--- config.mk ---
export PLATFORM = sky130hd
export DESIGN_NAME = bbr_top
export DESIGN_NICKNAME = d
export VERILOG_FILES = /design/src/bbr_pkg.sv /design/src/bbr_gate_seq.sv /design/src/bbr_top.sv
export SDC_FILE = /design/constraint.sdc
export NUM_CORES = 1
export LEC_CHECK = 0
export BUFFER_PORTS_ARGS = -buffer_cell sky130_fd_sc_hd__buf_4
export CORE_MARGIN = 4
export CORE_UTILIZATION = 48
export CTS_CLUSTER_SIZE = 8
export DETAILED_ROUTE_END_ITERATION = 8
export PLACE_DENSITY = 0.77
export RECOVER_POWER = 100
export SYNTH_ARGS = -nofsm -noshare
export SYNTH_HDL_FRONTEND = slang
export SYNTH_SLANG_ARGS = --single-unit
--- constraint.sdc ---
create_clock -name sys_clk -period 2.1 [get_ports sys_clk]
set_input_delay 0.42 -clock sys_clk [delete_from_list [all_inputs] [get_ports sys_clk]]
set_output_delay 0.42 -clock sys_clk [all_outputs]
set_load 0.02 [all_outputs]
--- src/bbr_pkg.sv ---
// Package for the buck/boost supply controller: register map, fields, modes, timing.
// Assumes a 32-bit Avalon-MM slave with word-aligned byte addresses.
package bbr_pkg;

   // System operating modes as driven by the mode manager
   typedef enum logic [2:0] {
      BBR_MODE_NORMAL  = 3'h0,
      BBR_MODE_STOP    = 3'h1,
      BBR_MODE_RESTART = 3'h2,
      BBR_MODE_SLEEP   = 3'h3,
      BBR_MODE_FAILSAFE= 3'h4
   } bbr_mode_t;

   // Register byte offsets
   localparam logic [3:0] BBR_HARDWARE_CONTROL_REG_OFS   = 4'h0;
   localparam logic [3:0] BBR_SUPPLY_ST_OFS = 4'h4;
   localparam logic [3:0] BBR_WAKE_ST_OFS   = 4'h8;
   localparam logic [3:0] BBR_MODE_CMD_OFS  = 4'hC;

   // Hardware control fields
   localparam int BBR_HC_BOOST_EN  = 0;
   localparam int BBR_HC_LOW_SEL   = 1;
   localparam int BBR_HC_HIGH_SEL  = 2;
   localparam int BBR_HC_AUTO_PWM  = 3;
   localparam int BBR_HC_WAKE_MOD  = 4;
   localparam logic [4:0] BBR_HC_RESET = 5'h08;

   // Supply status fields
   localparam int BBR_SS_SW_OPEN  = 0;
   localparam int BBR_SS_SW_SHORT = 1;
   localparam int BBR_SS_OUT_WIN  = 2;
   localparam int BBR_SS_STEP_UP_ACTIVE_FLAG  = 3;

   // Wake status field
   localparam int BBR_WS_TRANS = 0;

   // Soft start shaping
   localparam int         BBR_DUTY_W      = 8;
   localparam logic [7:0] BBR_SS_MIN_DUTY = 8'h10;
   localparam logic [7:0] BBR_SS_STEP     = 8'h08;
   localparam int         BBR_SS_PERIODS  = 4;
   localparam int         BBR_PERIOD_NS   = 2000;
   localparam int         BBR_CLK_NS      = 40;
   localparam int         BBR_PERIOD_CYC  = BBR_PERIOD_NS / BBR_CLK_NS;

   // Edge shaping dead time between switches
   localparam int BBR_DEAD_NS  = 80;
   localparam int BBR_DEAD_CYC = (BBR_DEAD_NS + BBR_CLK_NS - 1) / BBR_CLK_NS;

endpackage

--- src/bbr_gate_seq.sv ---
// Non-overlapping high/low switch sequencer with dead time.
// Assumes a synchronous PWM request from the controller.
`timescale 1ns/1ps
`default_nettype none
module bbr_gate_seq
   import bbr_pkg::*;
#(
   parameter int DEAD = BBR_DEAD_CYC
) (
   // Clock and reset
   input  wire logic sys_clk,
   input  wire logic rst_n,
   // Request
   input  wire logic on_req,
   input  wire logic enable,
   // Gate drives
   output var  logic hs_on,
   output var  logic ls_on
);
   logic [7:0] dead_r;
   wire        dead_done = (dead_r == 8'h00);

   always_ff @(posedge sys_clk or negedge rst_n) begin
      if (!rst_n) begin
         hs_on  <= 1'b0;
         ls_on  <= 1'b0;
         dead_r <= 8'h00;
      end else if (!enable) begin
         hs_on  <= 1'b0;
         ls_on  <= 1'b0;
         dead_r <= 8'h00;
      end else if (on_req != hs_on && (on_req ? ls_on : 1'b1)) begin
         // Break before make
         if (on_req) begin
            ls_on  <= 1'b0;
            dead_r <= 8'(DEAD);
         end else begin
            hs_on  <= 1'b0;
            dead_r <= 8'(DEAD);
         end
      end else if (!dead_done) begin
         dead_r <= dead_r - 8'h01;
      end else begin
         hs_on <= on_req;
         ls_on <= !on_req;
      end
   end
endmodule
`default_nettype wire

--- src/bbr_top.sv ---
// Buck/boost supply controller: mode enables, modulation, soft start, status.
// Assumes synchronous bus, asynchronous comparators, mode from system manager.
//
// The address map and register access over Avalon-MM were chosen for this implementation.
`timescale 1ns/1ps
`default_nettype none
module bbr_top
   import bbr_pkg::*;
#(
   parameter int PERIOD   = BBR_PERIOD_CYC,
   parameter int SS_HOLD  = BBR_SS_PERIODS
) (
   // Clock and reset
   input  wire logic        sys_clk,
   input  wire logic        rst_n,
   // Avalon-MM slave
   input  wire logic [3:0]  avs_address,
   input  wire logic        avs_read,
   input  wire logic        avs_write,
   input  wire logic [31:0] avs_writedata,
   input  wire logic [3:0]  avs_byteenable,
   output var  logic [31:0] avs_readdata,
   output var  logic        avs_waitrequest,
   // System mode
   input  wire logic [2:0]  sys_mode,
   // Analog comparators (asynchronous)
   input  wire logic        cmp_out_low,
   input  wire logic        cmp_out_target,
   input  wire logic        cmp_in_low,
   input  wire logic        cmp_load_high,
   input  wire logic        cmp_sw_open,
   input  wire logic        cmp_sw_short,
   input  wire logic        cmp_out_window,
   input  wire logic        cmp_vs_below_th1,
   input  wire logic        cmp_vs_above_hys1,
   input  wire logic        cmp_vs_below_th2,
   input  wire logic        cmp_vs_above_hys2,
   input  wire logic        wake_input_pin,
   // Analog stage controls
   output var  logic        buck_enable,
   output var  logic        buck_pwm_mode,
   output var  logic        buck_hs_on,
   output var  logic        buck_ls_on,
   output var  logic [7:0]  buck_duty,
   output var  logic        boost_enable,
   output var  logic        boost_switching,
   output var  logic        step_up_high_level_select,
   output var  logic        boost_low_level,
   output var  logic        trans_event
);
   localparam int NS = 11;

   // Two-flop synchronisers
   logic [NS-1:0] s1_r;
   logic [NS-1:0] s2_r;
   wire  [NS-1:0] async_in = {wake_input_pin, cmp_vs_above_hys2, cmp_vs_below_th2,
                              cmp_vs_above_hys1, cmp_vs_below_th1, cmp_out_window,
                              cmp_sw_short, cmp_sw_open, cmp_load_high, cmp_in_low,
                              cmp_out_low};
   genvar g;
   generate
      for (g = 0; g < NS; g++) begin : g_sync
         always_ff @(posedge sys_clk or negedge rst_n) begin
            if (!rst_n) begin
               s1_r[g] <= 1'b0;
               s2_r[g] <= 1'b0;
            end else begin
               s1_r[g] <= async_in[g];
               s2_r[g] <= s1_r[g];
            end
         end
      end
   endgenerate

   wire out_low   = s2_r[0];
   wire in_low    = s2_r[1];
   wire load_high = s2_r[2];
   wire sw_open   = s2_r[3];
   wire sw_short  = s2_r[4];
   wire out_win   = s2_r[5];
   wire below_th1 = s2_r[6];
   wire above_h1  = s2_r[7];
   wire below_th2 = s2_r[8];
   wire above_h2  = s2_r[9];
   wire wake_lvl  = s2_r[10];

   // Registers
   logic [4:0] hardware_control_reg;
   logic [3:0] supply_status_reg;
   logic [0:0] wake_status_reg;
   logic [2:0] mode_r;
   logic       trans_r;
   logic       boost_sw_r;
   logic       ss_active_r;
   logic       ss_pending_r;
   logic [7:0] duty_r;
   logic [7:0] per_cnt_r;
   logic [7:0] hold_cnt_r;
   logic       read_done_r;

   // Mode decode
   wire mode_norm  = (sys_mode == 3'(BBR_MODE_NORMAL));
   wire mode_stop  = (sys_mode == 3'(BBR_MODE_STOP));
   wire mode_rst   = (sys_mode == 3'(BBR_MODE_RESTART));
   wire smps_on    = mode_norm | mode_stop | mode_rst;
   wire enter_stop = mode_stop && (mode_r != 3'(BBR_MODE_STOP));
   wire from_off   = (mode_r == 3'(BBR_MODE_SLEEP)) || (mode_r == 3'(BBR_MODE_FAILSAFE));
   wire ss_trigger = mode_rst && from_off;

   // Config fields
   wire cfg_boost_en = hardware_control_reg[BBR_HC_BOOST_EN];
   wire cfg_low_sel  = hardware_control_reg[BBR_HC_LOW_SEL];
   wire cfg_high_sel = hardware_control_reg[BBR_HC_HIGH_SEL];
   wire cfg_auto     = hardware_control_reg[BBR_HC_AUTO_PWM];
   wire cfg_wake_mod = hardware_control_reg[BBR_HC_WAKE_MOD];

   // Boost threshold selection
   wire sel_below = cfg_low_sel ? below_th1 : below_th2;
   wire sel_above = cfg_low_sel ? above_h1  : above_h2;
   wire boost_ok  = cfg_boost_en && (mode_norm || mode_stop);
   wire boost_run = (boost_ok || (mode_rst && cfg_boost_en)) && smps_on;
   wire boost_nxt = !boost_run ? 1'b0 :
                    sel_below  ? 1'b1 :
                    sel_above  ? 1'b0 : boost_sw_r;

   // Stop-mode modulation
   wire auto_hit   = mode_stop && cfg_auto && !cfg_wake_mod && load_high && !trans_r;
   wire stop_cmd   = avs_write && !avs_waitrequest && (avs_address == BBR_MODE_CMD_OFS)
                     && avs_byteenable[0] && (avs_writedata[2:0] == 3'(BBR_MODE_STOP));
   wire stop_pwm   = cfg_wake_mod ? wake_lvl : trans_r;
   wire pwm_sel    = mode_norm || mode_rst || (mode_stop && stop_pwm);

   // Soft start: one tick per switching period
   wire per_tick = (per_cnt_r == 8'(PERIOD - 1));
   wire hold_end = (hold_cnt_r == 8'(SS_HOLD - 1));

   // Duty from regulation comparators
   wire [7:0] duty_reg  = in_low ? 8'hFF :
                          out_low ? ((duty_r > 8'hEF) ? 8'hFF : duty_r + 8'h10) :
                          (duty_r < 8'h10) ? 8'h00 : duty_r - 8'h10;
   // Buck switch request: PWM comparison or frequency pulses on demand
   wire pwm_on   = (duty_r == 8'hFF) || (per_cnt_r < duty_r);
   wire buck_req = pwm_sel ? pwm_on : out_low;

   // Bus decode
   wire sel_hc = (avs_address == BBR_HARDWARE_CONTROL_REG_OFS);
   wire sel_ss = (avs_address == BBR_SUPPLY_ST_OFS);
   wire sel_ws = (avs_address == BBR_WAKE_ST_OFS);
   wire wr_acc = avs_write && !avs_waitrequest;
   wire bst_clr_try = wr_acc && sel_ss && avs_byteenable[0] && avs_writedata[BBR_SS_STEP_UP_ACTIVE_FLAG];
   wire bst_clr_ok  = bst_clr_try && !sel_below;
   wire [31:0] rd_mux = sel_hc ? {27'h0, hardware_control_reg} :
                        sel_ss ? {28'h0, supply_status_reg} :
                        sel_ws ? {31'h0, wake_status_reg} :
                        (avs_address == BBR_MODE_CMD_OFS) ? {29'h0, mode_r} : 32'h0;

   // Bus slave: one wait cycle per access
   always_ff @(posedge sys_clk or negedge rst_n) begin
      if (!rst_n) begin
         avs_waitrequest <= 1'b1;
         avs_readdata    <= 32'h0;
         read_done_r     <= 1'b0;
      end else begin
         avs_waitrequest <= !((avs_read || avs_write) && avs_waitrequest && !read_done_r);
         read_done_r     <= (avs_read || avs_write) && avs_waitrequest && !read_done_r;
         if (avs_read && avs_waitrequest)
            avs_readdata <= rd_mux;
      end
   end

   // Configuration register
   always_ff @(posedge sys_clk or negedge rst_n) begin
      if (!rst_n)
         hardware_control_reg <= BBR_HC_RESET;
      else if (wr_acc && sel_hc && avs_byteenable[0])
         hardware_control_reg <= avs_writedata[4:0];
   end

   // Status flags, set wins over clear; no side effects
   always_ff @(posedge sys_clk or negedge rst_n) begin
      if (!rst_n) begin
         supply_status_reg <= 4'h0;
         wake_status_reg   <= 1'b0;
      end else begin
         supply_status_reg[BBR_SS_SW_OPEN] <= sw_open ||
            (supply_status_reg[BBR_SS_SW_OPEN] &&
             !(wr_acc && sel_ss && avs_byteenable[0] && avs_writedata[BBR_SS_SW_OPEN]));
         supply_status_reg[BBR_SS_SW_SHORT] <= sw_short ||
            (supply_status_reg[BBR_SS_SW_SHORT] &&
             !(wr_acc && sel_ss && avs_byteenable[0] && avs_writedata[BBR_SS_SW_SHORT]));
         supply_status_reg[BBR_SS_OUT_WIN] <= (out_win && smps_on) ||
            (supply_status_reg[BBR_SS_OUT_WIN] &&
             !(wr_acc && sel_ss && avs_byteenable[0] && avs_writedata[BBR_SS_OUT_WIN]));
         supply_status_reg[BBR_SS_STEP_UP_ACTIVE_FLAG] <= (boost_nxt && !boost_sw_r) ||
            (supply_status_reg[BBR_SS_STEP_UP_ACTIVE_FLAG] && !bst_clr_ok);
         wake_status_reg[BBR_WS_TRANS] <= auto_hit ||
            (wake_status_reg[BBR_WS_TRANS] &&
             !(wr_acc && sel_ws && avs_byteenable[0] && avs_writedata[BBR_WS_TRANS]));
      end
   end

   // Mode tracking, transition state, boost state
   always_ff @(posedge sys_clk or negedge rst_n) begin
      if (!rst_n) begin
         mode_r      <= 3'(BBR_MODE_SLEEP);
         trans_r     <= 1'b0;
         trans_event <= 1'b0;
         boost_sw_r  <= 1'b0;
      end else begin
         mode_r      <= sys_mode;
         trans_event <= auto_hit;
         boost_sw_r  <= boost_nxt;
         if (enter_stop || !mode_stop)
            trans_r <= 1'b0;
         else if (auto_hit)
            trans_r <= 1'b1;
         else if (stop_cmd && !load_high)
            trans_r <= 1'b0;
      end
   end

   // Soft start sequencer and duty loop
   always_ff @(posedge sys_clk or negedge rst_n) begin
      if (!rst_n) begin
         ss_pending_r <= 1'b1;
         ss_active_r  <= 1'b0;
         duty_r       <= 8'h00;
         per_cnt_r    <= 8'h00;
         hold_cnt_r   <= 8'h00;
      end else begin
         per_cnt_r <= per_tick ? 8'h00 : per_cnt_r + 8'h01;
         if (!smps_on) begin
            duty_r       <= 8'h00;
            ss_active_r  <= 1'b0;
            ss_pending_r <= ss_pending_r;
         end else if (ss_pending_r || ss_trigger) begin
            ss_pending_r <= 1'b0;
            ss_active_r  <= 1'b1;
            duty_r       <= BBR_SS_MIN_DUTY;
            hold_cnt_r   <= 8'h00;
         end else if (ss_active_r && per_tick) begin
            if (!out_low) begin
               ss_active_r <= 1'b0;
            end else if (hold_end) begin
               hold_cnt_r <= 8'h00;
               duty_r     <= (duty_r > 8'hFF - BBR_SS_STEP) ? 8'hFF : duty_r + BBR_SS_STEP;
            end else begin
               hold_cnt_r <= hold_cnt_r + 8'h01;
            end
         end else if (!ss_active_r && per_tick && pwm_sel) begin
            duty_r <= duty_reg;
         end
      end
   end

   // Stage outputs
   always_ff @(posedge sys_clk or negedge rst_n) begin
      if (!rst_n) begin
         buck_enable               <= 1'b0;
         buck_pwm_mode             <= 1'b0;
         buck_duty                 <= 8'h00;
         boost_enable              <= 1'b0;
         boost_switching           <= 1'b0;
         step_up_high_level_select <= 1'b0;
         boost_low_level           <= 1'b0;
      end else begin
         buck_enable               <= smps_on;
         buck_pwm_mode             <= pwm_sel;
         buck_duty                 <= duty_r;
         boost_enable              <= boost_run;
         boost_switching           <= boost_nxt;
         step_up_high_level_select <= cfg_high_sel && !cfg_low_sel;
         boost_low_level           <= cfg_low_sel;
      end
   end

   // Buck switch sequencing
   bbr_gate_seq #(
      .DEAD (BBR_DEAD_CYC)
   ) u_gate (
      .sys_clk (sys_clk),
      .rst_n   (rst_n),
      .on_req  (buck_req),
      .enable  (buck_enable),
      .hs_on   (buck_hs_on),
      .ls_on   (buck_ls_on)
   );
endmodule
`default_nettype wire

After elaboration in Yosys (flattened, before gate mapping) --
Cells that the tools add are included.
Storage, ports and cells: bits in registers 121, input bits 59, output and inout bits 50, word-level logic and storage cells 211
Cells by class: $add $sub $neg 6, magnitude comparators 4, equality and inequality tests 22, multiplexer cells 46, bitwise logic cells 2, reductions and logical operators 85
Operator list (count):
- 2-to-1 mux 8 bit | 19
- logical AND 1 bit | 42
- 2-to-1 mux 1 bit | 23
- zero test 1 bit | 17
- adder 8 x 1 -> 8 bit (second input constant) | 2
- greater-than comparator 8 bit (second input constant) | 2
- logical OR 1 bit | 14
- inequality test 3 x 1 -> 1 bit (second input constant) | 3
- adder 8 x 4 -> 8 bit (second input constant) | 1
- adder 8 x 5 -> 8 bit (second input constant) | 1
- equality test 4 bit (second input constant) | 2
- equality test 8 x 2 -> 1 bit (second input constant) | 1
- equality test 8 x 6 -> 1 bit (second input constant) | 1
- equality test 8 bit (second input constant) | 1
- zero test 8 bit | 1
- less-than comparator 8 x 5 -> 1 bit (second input constant) | 1
- less-than comparator 8 bit | 1
- inequality test 4 bit (second input constant) | 2
- AND reduction 2 bit | 4
- subtractor 8 x 1 -> 8 bit (second input constant) | 1
- subtractor 8 x 5 -> 8 bit (second input constant) | 1
- equality test 3 x 1 -> 1 bit (second input constant) | 2
- equality test 3 x 2 -> 1 bit (second input constant) | 2
- 2-to-1 mux 3 bit | 2
- 14 further kinds | 19

Longest topological paths before layout --
Gate-level depths: netlist (run 1).
depth in word-level cells 9, gate-level depth with buffers 8

Modules after synthesis --
From an unflattened synthesis (run 1), not the netlist that was laid out.
Second synthesis, totals: cell total of the unflattened synthesis 412, area, all modules 4409.2 sq um
By module, submodules not included:
- bbr_top | times used 1, cells each 352, area an instance 3832.4 sq um, sequential area each 2008.2 sq um
- bbr_gate_seq | times used 1, cells each 60, area an instance 576.8 sq um, sequential area each 250.2 sq um

Worst setup path before layout (run 1) --
Ideal clock, no wire load.
path type register to register, from register duty_r[4], to register u_gate.dead_r[6], data arrival time 2.013 ns, data required time 1.978 ns, slack -0.034 ns, cell stages (with the launch flop) 8, path buffers 0, cells stage by stage dfrtp_1 -> inv_1 -> ha_1 -> nand2_1 -> or3_1 -> o221ai_2 -> a211oi_2 -> a2111oi_1
On the way: longest elaborated chain between the ends 7
RTL lines:
- start, declared | RTL line bbr_top.sv:96 | logic [7:0] duty_r;
- start signal, assigned | RTL line bbr_top.sv:246 | duty_r <= (duty_r > 8'hFF - BBR_SS_STEP) ? 8'hFF : duty_r + BBR_SS_STEP;
- start signal, assigned | RTL line bbr_top.sv:251 | duty_r <= duty_reg;
- less-than comparator 8 bit or equality test 8 bit (tied branches) | RTL line bbr_top.sv:142 | wire pwm_on = (duty_r == 8'hFF) || (per_cnt_r < duty_r);
- logical OR 1 bit (*) | RTL line bbr_top.sv:142
- 2-to-1 mux 1 bit (*) | RTL line bbr_top.sv:143 | wire buck_req = pwm_sel ? pwm_on : out_low;
- inequality test 1 bit or 2-to-1 mux 1 bit (tied branches) | RTL line bbr_gate_seq.sv:32 | end else if (on_req != hs_on && (on_req ? ls_on : 1'b1)) begin
- logical AND 1 bit (*) | RTL line bbr_gate_seq.sv:32
- 2-to-1 mux 8 bit | RTL line bbr_gate_seq.sv:32
- 2-to-1 mux 8 bit | RTL line bbr_gate_seq.sv:28 | end else if (!enable) begin
- end signal, assigned | RTL line bbr_gate_seq.sv:36 | dead_r <= 8'(DEAD);
- end signal, assigned | RTL line bbr_gate_seq.sv:39 | dead_r <= 8'(DEAD);
- end signal, assigned | RTL line bbr_gate_seq.sv:42 | dead_r <= dead_r - 8'h01;
- end, declared | RTL line bbr_gate_seq.sv:20 | logic [7:0] dead_r;
Every way passes the cells marked *; elsewhere a longest branch is shown, timed or not. A chain may end at the register's enable or synchronous reset.

Worst setup path after layout (run 1) --
from register per_cnt_r[7], to register duty_r[3]
On the way: longest elaborated chain between the ends 5
RTL lines:
- start, declared | RTL line bbr_top.sv:97 | logic [7:0] per_cnt_r;
- start signal, assigned | RTL line bbr_top.sv:231 | per_cnt_r <= per_tick ? 8'h00 : per_cnt_r + 8'h01;
- equality test 8 x 6 -> 1 bit (*) | RTL line bbr_top.sv:134 | wire per_tick = (per_cnt_r == 8'(PERIOD - 1));
- logical AND 1 bit (on tied branches) | RTL line bbr_top.sv:250, bbr_top.sv:241
- logical AND 1 bit or 2-to-1 mux 8 bit (tied branches) | RTL line bbr_top.sv:250, bbr_top.sv:241
- inequality test 4 x 1 -> 1 bit (no line) or 2-to-1 mux 8 bit (tied branches)
- AND reduction 3 bit (no line) or 2-to-1 mux 8 bit (tied branches)
Marked as above.

==> impl_results.md, run 1 <==
* Post-synthesis sequential area ratio at 50.70%
* FMAX at about 0.46 GHz
* DR WL/cell at around 17 um
* Initial Util at approximately half
* Main synth FF type: dfrtp_1
* Largest register FFs at 11
* Fraction of layout cells with a size suffix above 1 at 34.14%
* Warnings from Yosys at 0
* Most flops, register: s1_r
* Initial antenna violation count at 0
* Layout area overhead at 27.11%
* Largest net degree at the start of global routing at 45
* DRC at 0
* Final WL at about 10000 um
* Port Buffers at 50
* Grt ovf at 0
* Startpoint types: flop
* Placed Area at between 5000 and 6000 um2
* WHS Path Cells at 1
* Die Y at 104.3 um
* Lkg Pwr at around 2.6 nW
* Setup tns final at -0.4276 ns
* Final Worst Setup Slack at -0.06020 ns
* Vias/cell at around 5.6
* Post-layout net count at 565
* M3 GR Usage at between 2 and 3%
* H-tree depth at 3
* # IOs at between 100 and 150
* Hold slack at between 0.15 and 0.2 ns
* First-pass GRT wire length at 15870 um
* Run status: complete, but fails checks
* CTS buffer count at 9
* Most used routing layer in global routing: met2
* Synth unique cells at around 80
* Post-Syn Area at around 4500 um2
* Clock tree from TritonCTS: built
* Root Driver: clkbuf_8
* Routability congestion estimate at approximately 0.90
* Hold_buf cts at 0
* Maximum VDD drop at 0.5595 mV
* Clock Latency Late Sink at 0.35 ns
* Fillers at ~660
* R2r startpoint: per_cnt_r[7]$_DFF_PN0_
* GR Util met1 at 23.22%
* Worst Path Required at roughly 2.4 ns
* Slew margin rel. at between 20 and 25%
* Fin cells at 603
* DRT iter0 DRCs at around 150
* Power Total at 4.878 mW
* Clock sinks at 90
* Synth Register Bits at 90
* Worst Tran Pin Value at between 1 and 1.5 ns
* FF-to-FF setup slack at -0.06 ns
* Hold Path End: s1_r[7]$_DFF_PN0_
* DRT antenna net count at 0
* R2R Path End: duty_r[3]$_DFFE_PN0P_
* Core ar. at a little under 9000 um2
* Max Slew Vio Count at 0
* Clock Pin Slew Worst Setup and Hold Paths at about 0.1 ns
* Arrival @ worst endpoint at around 2.4 ns
* Die W at ~100 um
* Total global-route track usage at between 10% and 20%
* Critical path's largest stage delay at around 0.57 ns
* Num rows at 34
* Die ar. at around 11000 um2
* Hold wc startpoint: cmp_vs_above_hys1
* RSZ-0062 raised after global routing: yes
* Worst setup EP type: flop
* Hold Path Class: in -> reg
* Final Hold Vio Count at 0
* Cells after synthesis at around 400
* Vias in the first global route at 3304
* Highest-delay cell along the critical path: or4_4
* Placed cells at between 500 and 600
* HPWL Detailed at 7001 um
* Cell Chain, Critical Path: buf_6, or4_4, nor3_4, a311o_4, buf_4, nand2_1, o32ai_2
* Max-Cap Viols at 0
* Worst Skew at about 0.013 ns
* Failing checks: setup timing
* Final worst-path cycle share at 102.9%
* Min cycle time layout at 2.160 ns
* Final setup violation count at 12
* Pwr Density at around 860 nW/um2
* Fraction of registers with async set or reset after synthesis at 100.0%
* Max clock buf depth at 2
* Final instance area at around 5700 um2
* Via count at 3384
* R2R depth at 7
* Synthesized area per cell at ~11 um2
* TritonRoute pass-1 iters at 5
* Setup CP Type: reg -> reg
* Number of synthesized flops with an enable pin at 0
* Critical Path Fanout Max at 7
* Ant. Diodes at 0
* M2 GR Usage at a little under a third
## where the power goes
group | leakage, nW | internal, mW | total (mW) | switching [mW]
Sequential | 1.14 | 1.92 | 2.09 | 0.174
Clock | 0.108 | 0.578 | 1.23 | 0.653
Combinational | 1.30 | 0.719 | 1.55 | 0.835
## cell usage after synthesis, types with 3 or more instances
cell type | instances | area [um2]
xor2_1 | 6 | 52.55
nor3b_1 | 3 | 22.52
a22o_1 | 4 | 35.03
a2111oi_1 | 6 | 60.06
nand2b_1 | 4 | 25.02
nor2b_1 | 3 | 18.77
xnor2_1 | 8 | 70.07
nand3b_1 | 3 | 22.52
dfrtp_1 | 85 | 2127
a31oi_1 | 4 | 25.02
o21ai_1 | 11 | 55.05
nand3_1 | 17 | 85.08
a21o_1 | 7 | 52.55
o22ai_1 | 3 | 18.77
buf_4 | 29 | 217.7
mux2i_1 | 7 | 70.07
ha_1 | 16 | 200.2
clkbuf_1 | 5 | 18.77
mux2_2 | 5 | 56.30
and3_1 | 8 | 50.05
nor2_1 | 24 | 90.09
o21ai_0 | 8 | 40.04
a21oi_1 | 9 | 45.04
dfstp_2 | 5 | 131.4
inv_1 | 17 | 63.81
nand2_1 | 26 | 97.59
nor3_1 | 10 | 50.05
a221oi_1 | 3 | 26.28
## worst max-delay path by stage
| stage | slack, ns | cells after the start | start | end |
|---|---|---|---|---|
| after floorplan | 0.008 | 7 | duty_r[3]$_DFFE_PN0P_ | u_gate.dead_r[6]$_DFFE_PN0P_ |
| after global placement | -0.003 | 6 | per_cnt_r[2]$_DFF_PN0_ | u_gate.dead_r[5]$_DFFE_PN0P_ |
| after detailed placement | -0.13 | 8 | duty_r[5]$_DFFE_PN0P_ | u_gate.dead_r[2]$_DFFE_PN0P_ |
| after CTS | -0.06 | 7 | per_cnt_r[5]$_DFF_PN0_ | u_gate.dead_r[4]$_DFFE_PN0P_ |
| after global routing | -0.12 | 7 | duty_r[1]$_DFFE_PN0P_ | u_gate.dead_r[7]$_DFFE_PN0P_ |
| final | -0.06 | 7 | per_cnt_r[7]$_DFF_PN0_ | duty_r[3]$_DFFE_PN0P_ |
## routing by layer
metal | up-vias | share of wire (%) | wire length, um
li1 | 1573 | - | -
met1 | 1675 | 43 | 4289
met2 | 125 | 51 | 5137
met3 | 11 | 4.4 | 440
met4 | 0 | 1.1 | 114
met5 | - | 0 | 0
## final cells by class
cell class	instances	area, um2	share of cell area, %
clock inverters	7	83.83	1.481
inverters	18	67.56	1.193
well taps	108	135.1	2.387
repair buffers	89	686.9	12.13
multi-input cells	282	2305	40.71
flip-flops and latches	90	2260	39.91
clock buffers	9	123.9	2.188
## logic make-up after synthesis
| logic type | count (synthesis) | synth area share (%) |
|---|---|---|
| mux | 14 | 3.680 |
| simple gates | 125 | 15.76 |
| xor+xnor | 14 | 2.753 |
| fa+ha+maj | 16 | 4.494 |
| compound gates | 85 | 15.48 |
| other cells | 1 | 0.08419 |
| flops | 90 | 50.70 |
| buf+inv | 54 | 7.051 |
## placed cells by master (no fill, tap or decap), types with 9 or more instances in the layout
master    count
nor2_1       24
o21ai_1      11
nand3_1      17
dfrtp_1      84
conb_1       27
nor3_1       10
inv_1        12
buf_4        70
clkbuf_4     11
clkbuf_8      9
ha_1         11
nand2_1      24
## per-stage QoR
stage                     util, %  setup slack, ns
after global placement      58.09        -0.003055
after floorplan                 -         0.008394
after detailed placement    58.09          -0.1285
after global routing        63.68          -0.1205
final                       63.68         -0.06020
after CTS                   61.19         -0.06382
## worst max-delay path, delay by kind of cell, from the launching register on
kind                   cells  cell delay (ns)
AO/OA/AOI/OAI              2             0.38
AND/OR/NAND/NOR            3             0.97
flip-flops                 1             0.44
buffers and inverters      2             0.27
## repair_timing
action	in CTS	in global routing
setup buffers	1	6
pin swaps	9	19
gates resized for setup	9	26
endpoints found under the setup margin	8	16
gates cloned	0	1
Note: power is estimated with default switching activity, not from simulation.
==> run 2: changes to the inputs <==
--- a/config.mk
+++ b/config.mk
@@ -5,6 +5,8 @@
 export SDC_FILE = /design/constraint.sdc
 export NUM_CORES = 1
 export LEC_CHECK = 0
+export ABC_AREA = 1
+export ABC_CLOCK_PERIOD_IN_PS = 2100
 export BUFFER_PORTS_ARGS = -buffer_cell sky130_fd_sc_hd__buf_4
 export CORE_MARGIN = 4
 export CORE_UTILIZATION = 48
==> run 2 against run 1 <==
  * Largest cell class is now flip-flops and latches
  * Wire length down 11%
  * Combinational power down 19%
  * The flow now finishes without violations
  * Critical path depth up 5
  * Sequential power about the same
  * First-iteration DRC count up 69%
  * Utilization down 8.0 points
  * Synthesized area about the same
==> impl_results.md, run 2 <==
* Run status: completed
* Post-synthesis sequential area ratio at 50.66%
* Arrival @ worst endpoint at ~2.2 ns
* Synth unique cells at between 40 and 50
* DRC at 0
* Synth top area share at between 40 and 50%
* Routability congestion estimate at a little under 0.9
* Startpoint types: flop
* CTS buffer count at 9
* M3 GR Usage at between 2 and 3%
* Worst Path Required at between 2 and 2.5 ns
* Most frequent CP cell: nand2_1
* HPWL Detailed at between 6000 and 7000 um
* Switching part of the total at between 30% and 40%
* Die Y at between 100 and 150 um
* Ant. Diodes at 0
* Worst Skew at 0.01752 ns
* Total global-route track usage at approximately 17%
* DRT antenna net count at 0
* Max-Cap Viols at 0
* Initial antenna violation count at 0
* Cell Chain, Critical Path: inv_2, ha_1, a21oi_1, o21a_1, nand2_1, nand2_1, nand3_2, nand2_4, nand2_4, nor2_1, nand2_1, nand2_1
* GR Util met1 at between 20% and 30%
* Final Hold Vio Count at 0
* Max Slew Vio Count at 0
* H-tree depth at 3
* DR WL/cell at around 13 um
* Highest-delay cell along the critical path: dfrtp_2
* Lkg Pwr at 2.463 nW
* Worst Tran Pin Value at 0.7296 ns
* Layout area overhead at 11.14%
* Fraction of registers with async set or reset after synthesis at 100.0%
* Most used routing layer in global routing: met2
* Hold Path Class: in -> reg
* Die W at between 100 and 150 um
* Switching Power at approximately 1.7 mW
* Max clock buf depth at 2
* Commonest non-fill, non-tap cell in the layout: dfrtp_1
* Hold slack at ~0.18 ns
* Post-layout net count at ~630
* Critical path's largest stage delay at ~0.46 ns
* Slew margin rel. at approximately half
* Vias in the first global route at around 3300
* Setup CP Type: reg -> reg
* Post-Syn Area at between 4000 and 5000 um2
* Most frequent cell after synthesis: dfrtp_1
* M2 GR Usage at 28.46%
* Maximum VDD drop at a little under 0.5 mV
* Final instance area at a little under 5000 um2
* Reg power frac at 46.5%
* Synthesized area per cell at between 9 and 10 um2
* First-pass GRT wire length at between 15000 and 20000 um
* Clock network fraction of design power at between 20% and 30%
* Pwr Density at just over 900 nW/um2
* Final worst-path cycle share at 92.66%
* Area contributors post-synth: dfrtp_1 (48%), nand2_1 (6.7%), buf_4 (5.1%), inv_1 (4.7%), ha_1 (4.5%)
* Vias/cell at a little over 5
* TritonRoute pass-1 iters at 5
* Final WL at between 8000 and 9000 um
* Clock sinks at 90
* Final setup violation count at 0
* Die ar. at 10890 um2
* Setup tns final at 0 ns
* Min cycle time layout at between 1.5 and 2 ns
* Internal power at around 2.9 mW
* Grt ovf at 0
* Placed Area at 4902 um2
* Via count at between 3000 and 4000
* Num rows at 34
* Power share of the combinational group at approximately 28%
* Core ar. at 8891 um2
* Most frequent cells in the layout: dfrtp_1 (83), nand2_1 (80), inv_1 (55)
* Cells after synthesis at between 400 and 500
* Port Buffers at 50
* Most flops, register: s1_r
* Warnings from Yosys at 0
* Critical Path Fanout Max at 7
* Clock Pin Slew Worst Setup and Hold Paths at about 0.10 ns
* Largest register FFs at 11
* Synth Register Bits at 90
* # IOs at ~110
* Worst setup EP type: flop
* Initial Util at 50.14%
* DRT iter0 DRCs at between 200 and 300
* RSZ-0062 raised after global routing: no
* Clock tree from TritonCTS: built
* Fraction of layout cells with a size suffix above 1 at 13.62%
* FMAX at between 0.5 and 0.6 GHz
* Number of synthesized flops with an enable pin at 0
* Commonest cells in the netlist: dfrtp_1 (85), nand2_1 (79), inv_1 (56)
* Clock Latency Late Sink at ~0.37 ns
* Root Driver: clkbuf_8
* Post-CTS setup buffers at 0
* Main synth FF type: dfrtp_1
* Largest net degree at the start of global routing at between 40 and 50
* Area leader, netlist: dfrtp_1
[run 2: final cells by class]
| type | instances | area [um2] |
|---|---|---|
| Inverter | 61 | 230.2 |
| Clock inverter | 7 | 81.33 |
| Clock buffer | 9 | 123.9 |
| Sequential cell | 90 | 2261 |
| Multi-Input combinational cell | 332 | 1795 |
| Fill cell | 820 | 3936 |
| Tap cell | 108 | 135.1 |
| Timing Repair Buffer | 59 | 327.8 |
[run 2: worst paths after layout]
kind                                            start                             endpoint  slack, ns  depth (start not counted)
worst min register to register      s1_r[7]$_DFF_PN0_                   above_h1$_DFF_PN0_       0.36                          0
min in group asynchronous                       rst_n  step_up_high_level_select$_DFF_PN0_       0.64                          2
worst max-delay path            duty_r[5]$_DFFE_PN0P_         u_gate.dead_r[1]$_DFFE_PN0P_       0.15                         12
worst max register to register  duty_r[5]$_DFFE_PN0P_         u_gate.dead_r[1]$_DFFE_PN0P_       0.15                         12
max in group asynchronous                       rst_n               buck_duty[2]$_DFF_PN0_       0.37                          3
worst min-delay path                cmp_vs_above_hys2                    s1_r[9]$_DFF_PN0_       0.18                          1
[run 2: repair_timing]
item                                   4_1_cts  5_1_grt
hold buffers                                 1        0
endpoints found under the hold margin       26        0
resized for setup                            0        5
setup endpoints to repair                    0        5
[run 2: power by group through the flow]
stage               Combinational (mW)  Clock [mW]  Sequential, mW
finish                            1.26        1.18            2.12
global route                      1.44        1.29            2.16
CTS                               1.39        1.21            2.13
detailed placement                1.38           0            2.16
global placement                  1.32           0            2.15
floorplan                        0.905           0            2.23
[run 2: worst max-delay path, delay by kind of cell, from the launching register on]
| family | cells | cell delay [ns] |
|---|---|---|
| adders and majority gates | 1 | 0.25 |
| buffers and inverters | 1 | 0.11 |
| AOI/OAI and AO/OA | 2 | 0.27 |
| and+or+nand+nor | 8 | 0.79 |
| DFF | 1 | 0.46 |
[run 2: metrics by stage]
stage	setup slack [ns]	std cells	util (%)	power, mW
6_report	0.1540	666	55.73	4.565
5_1_grt	0.01039	666	55.73	4.886
3_5_place_dp	0.1138	649	55.14	3.539
4_1_cts	0.08398	666	57.56	4.726
3_3_place_gp	0.2233	649	55.14	3.466
2_1_floorplan	0.3509	514	-	3.133
[run 2: logic make-up after synthesis]
logic type / after synthesis / share of synthesized area [%]
XOR/XNOR: 14 / 2.751
multiplexers: 3 / 0.7297
other: 1 / 0.08412
AO/OA/AOI/OAI: 73 / 9.655
flip-flops: 90 / 50.66
AND/OR/NAND/NOR: 199 / 21.11
buffers and inverters: 92 / 10.52
adder cells (fa/ha/maj): 16 / 4.491
[run 2: routing by layer]
metal	vias to the layer above	part of all wire, %
li1	1671	-
met1	1612	43
met2	132	51
met3	17	5.0
met4	0	1.9
met5	-	0
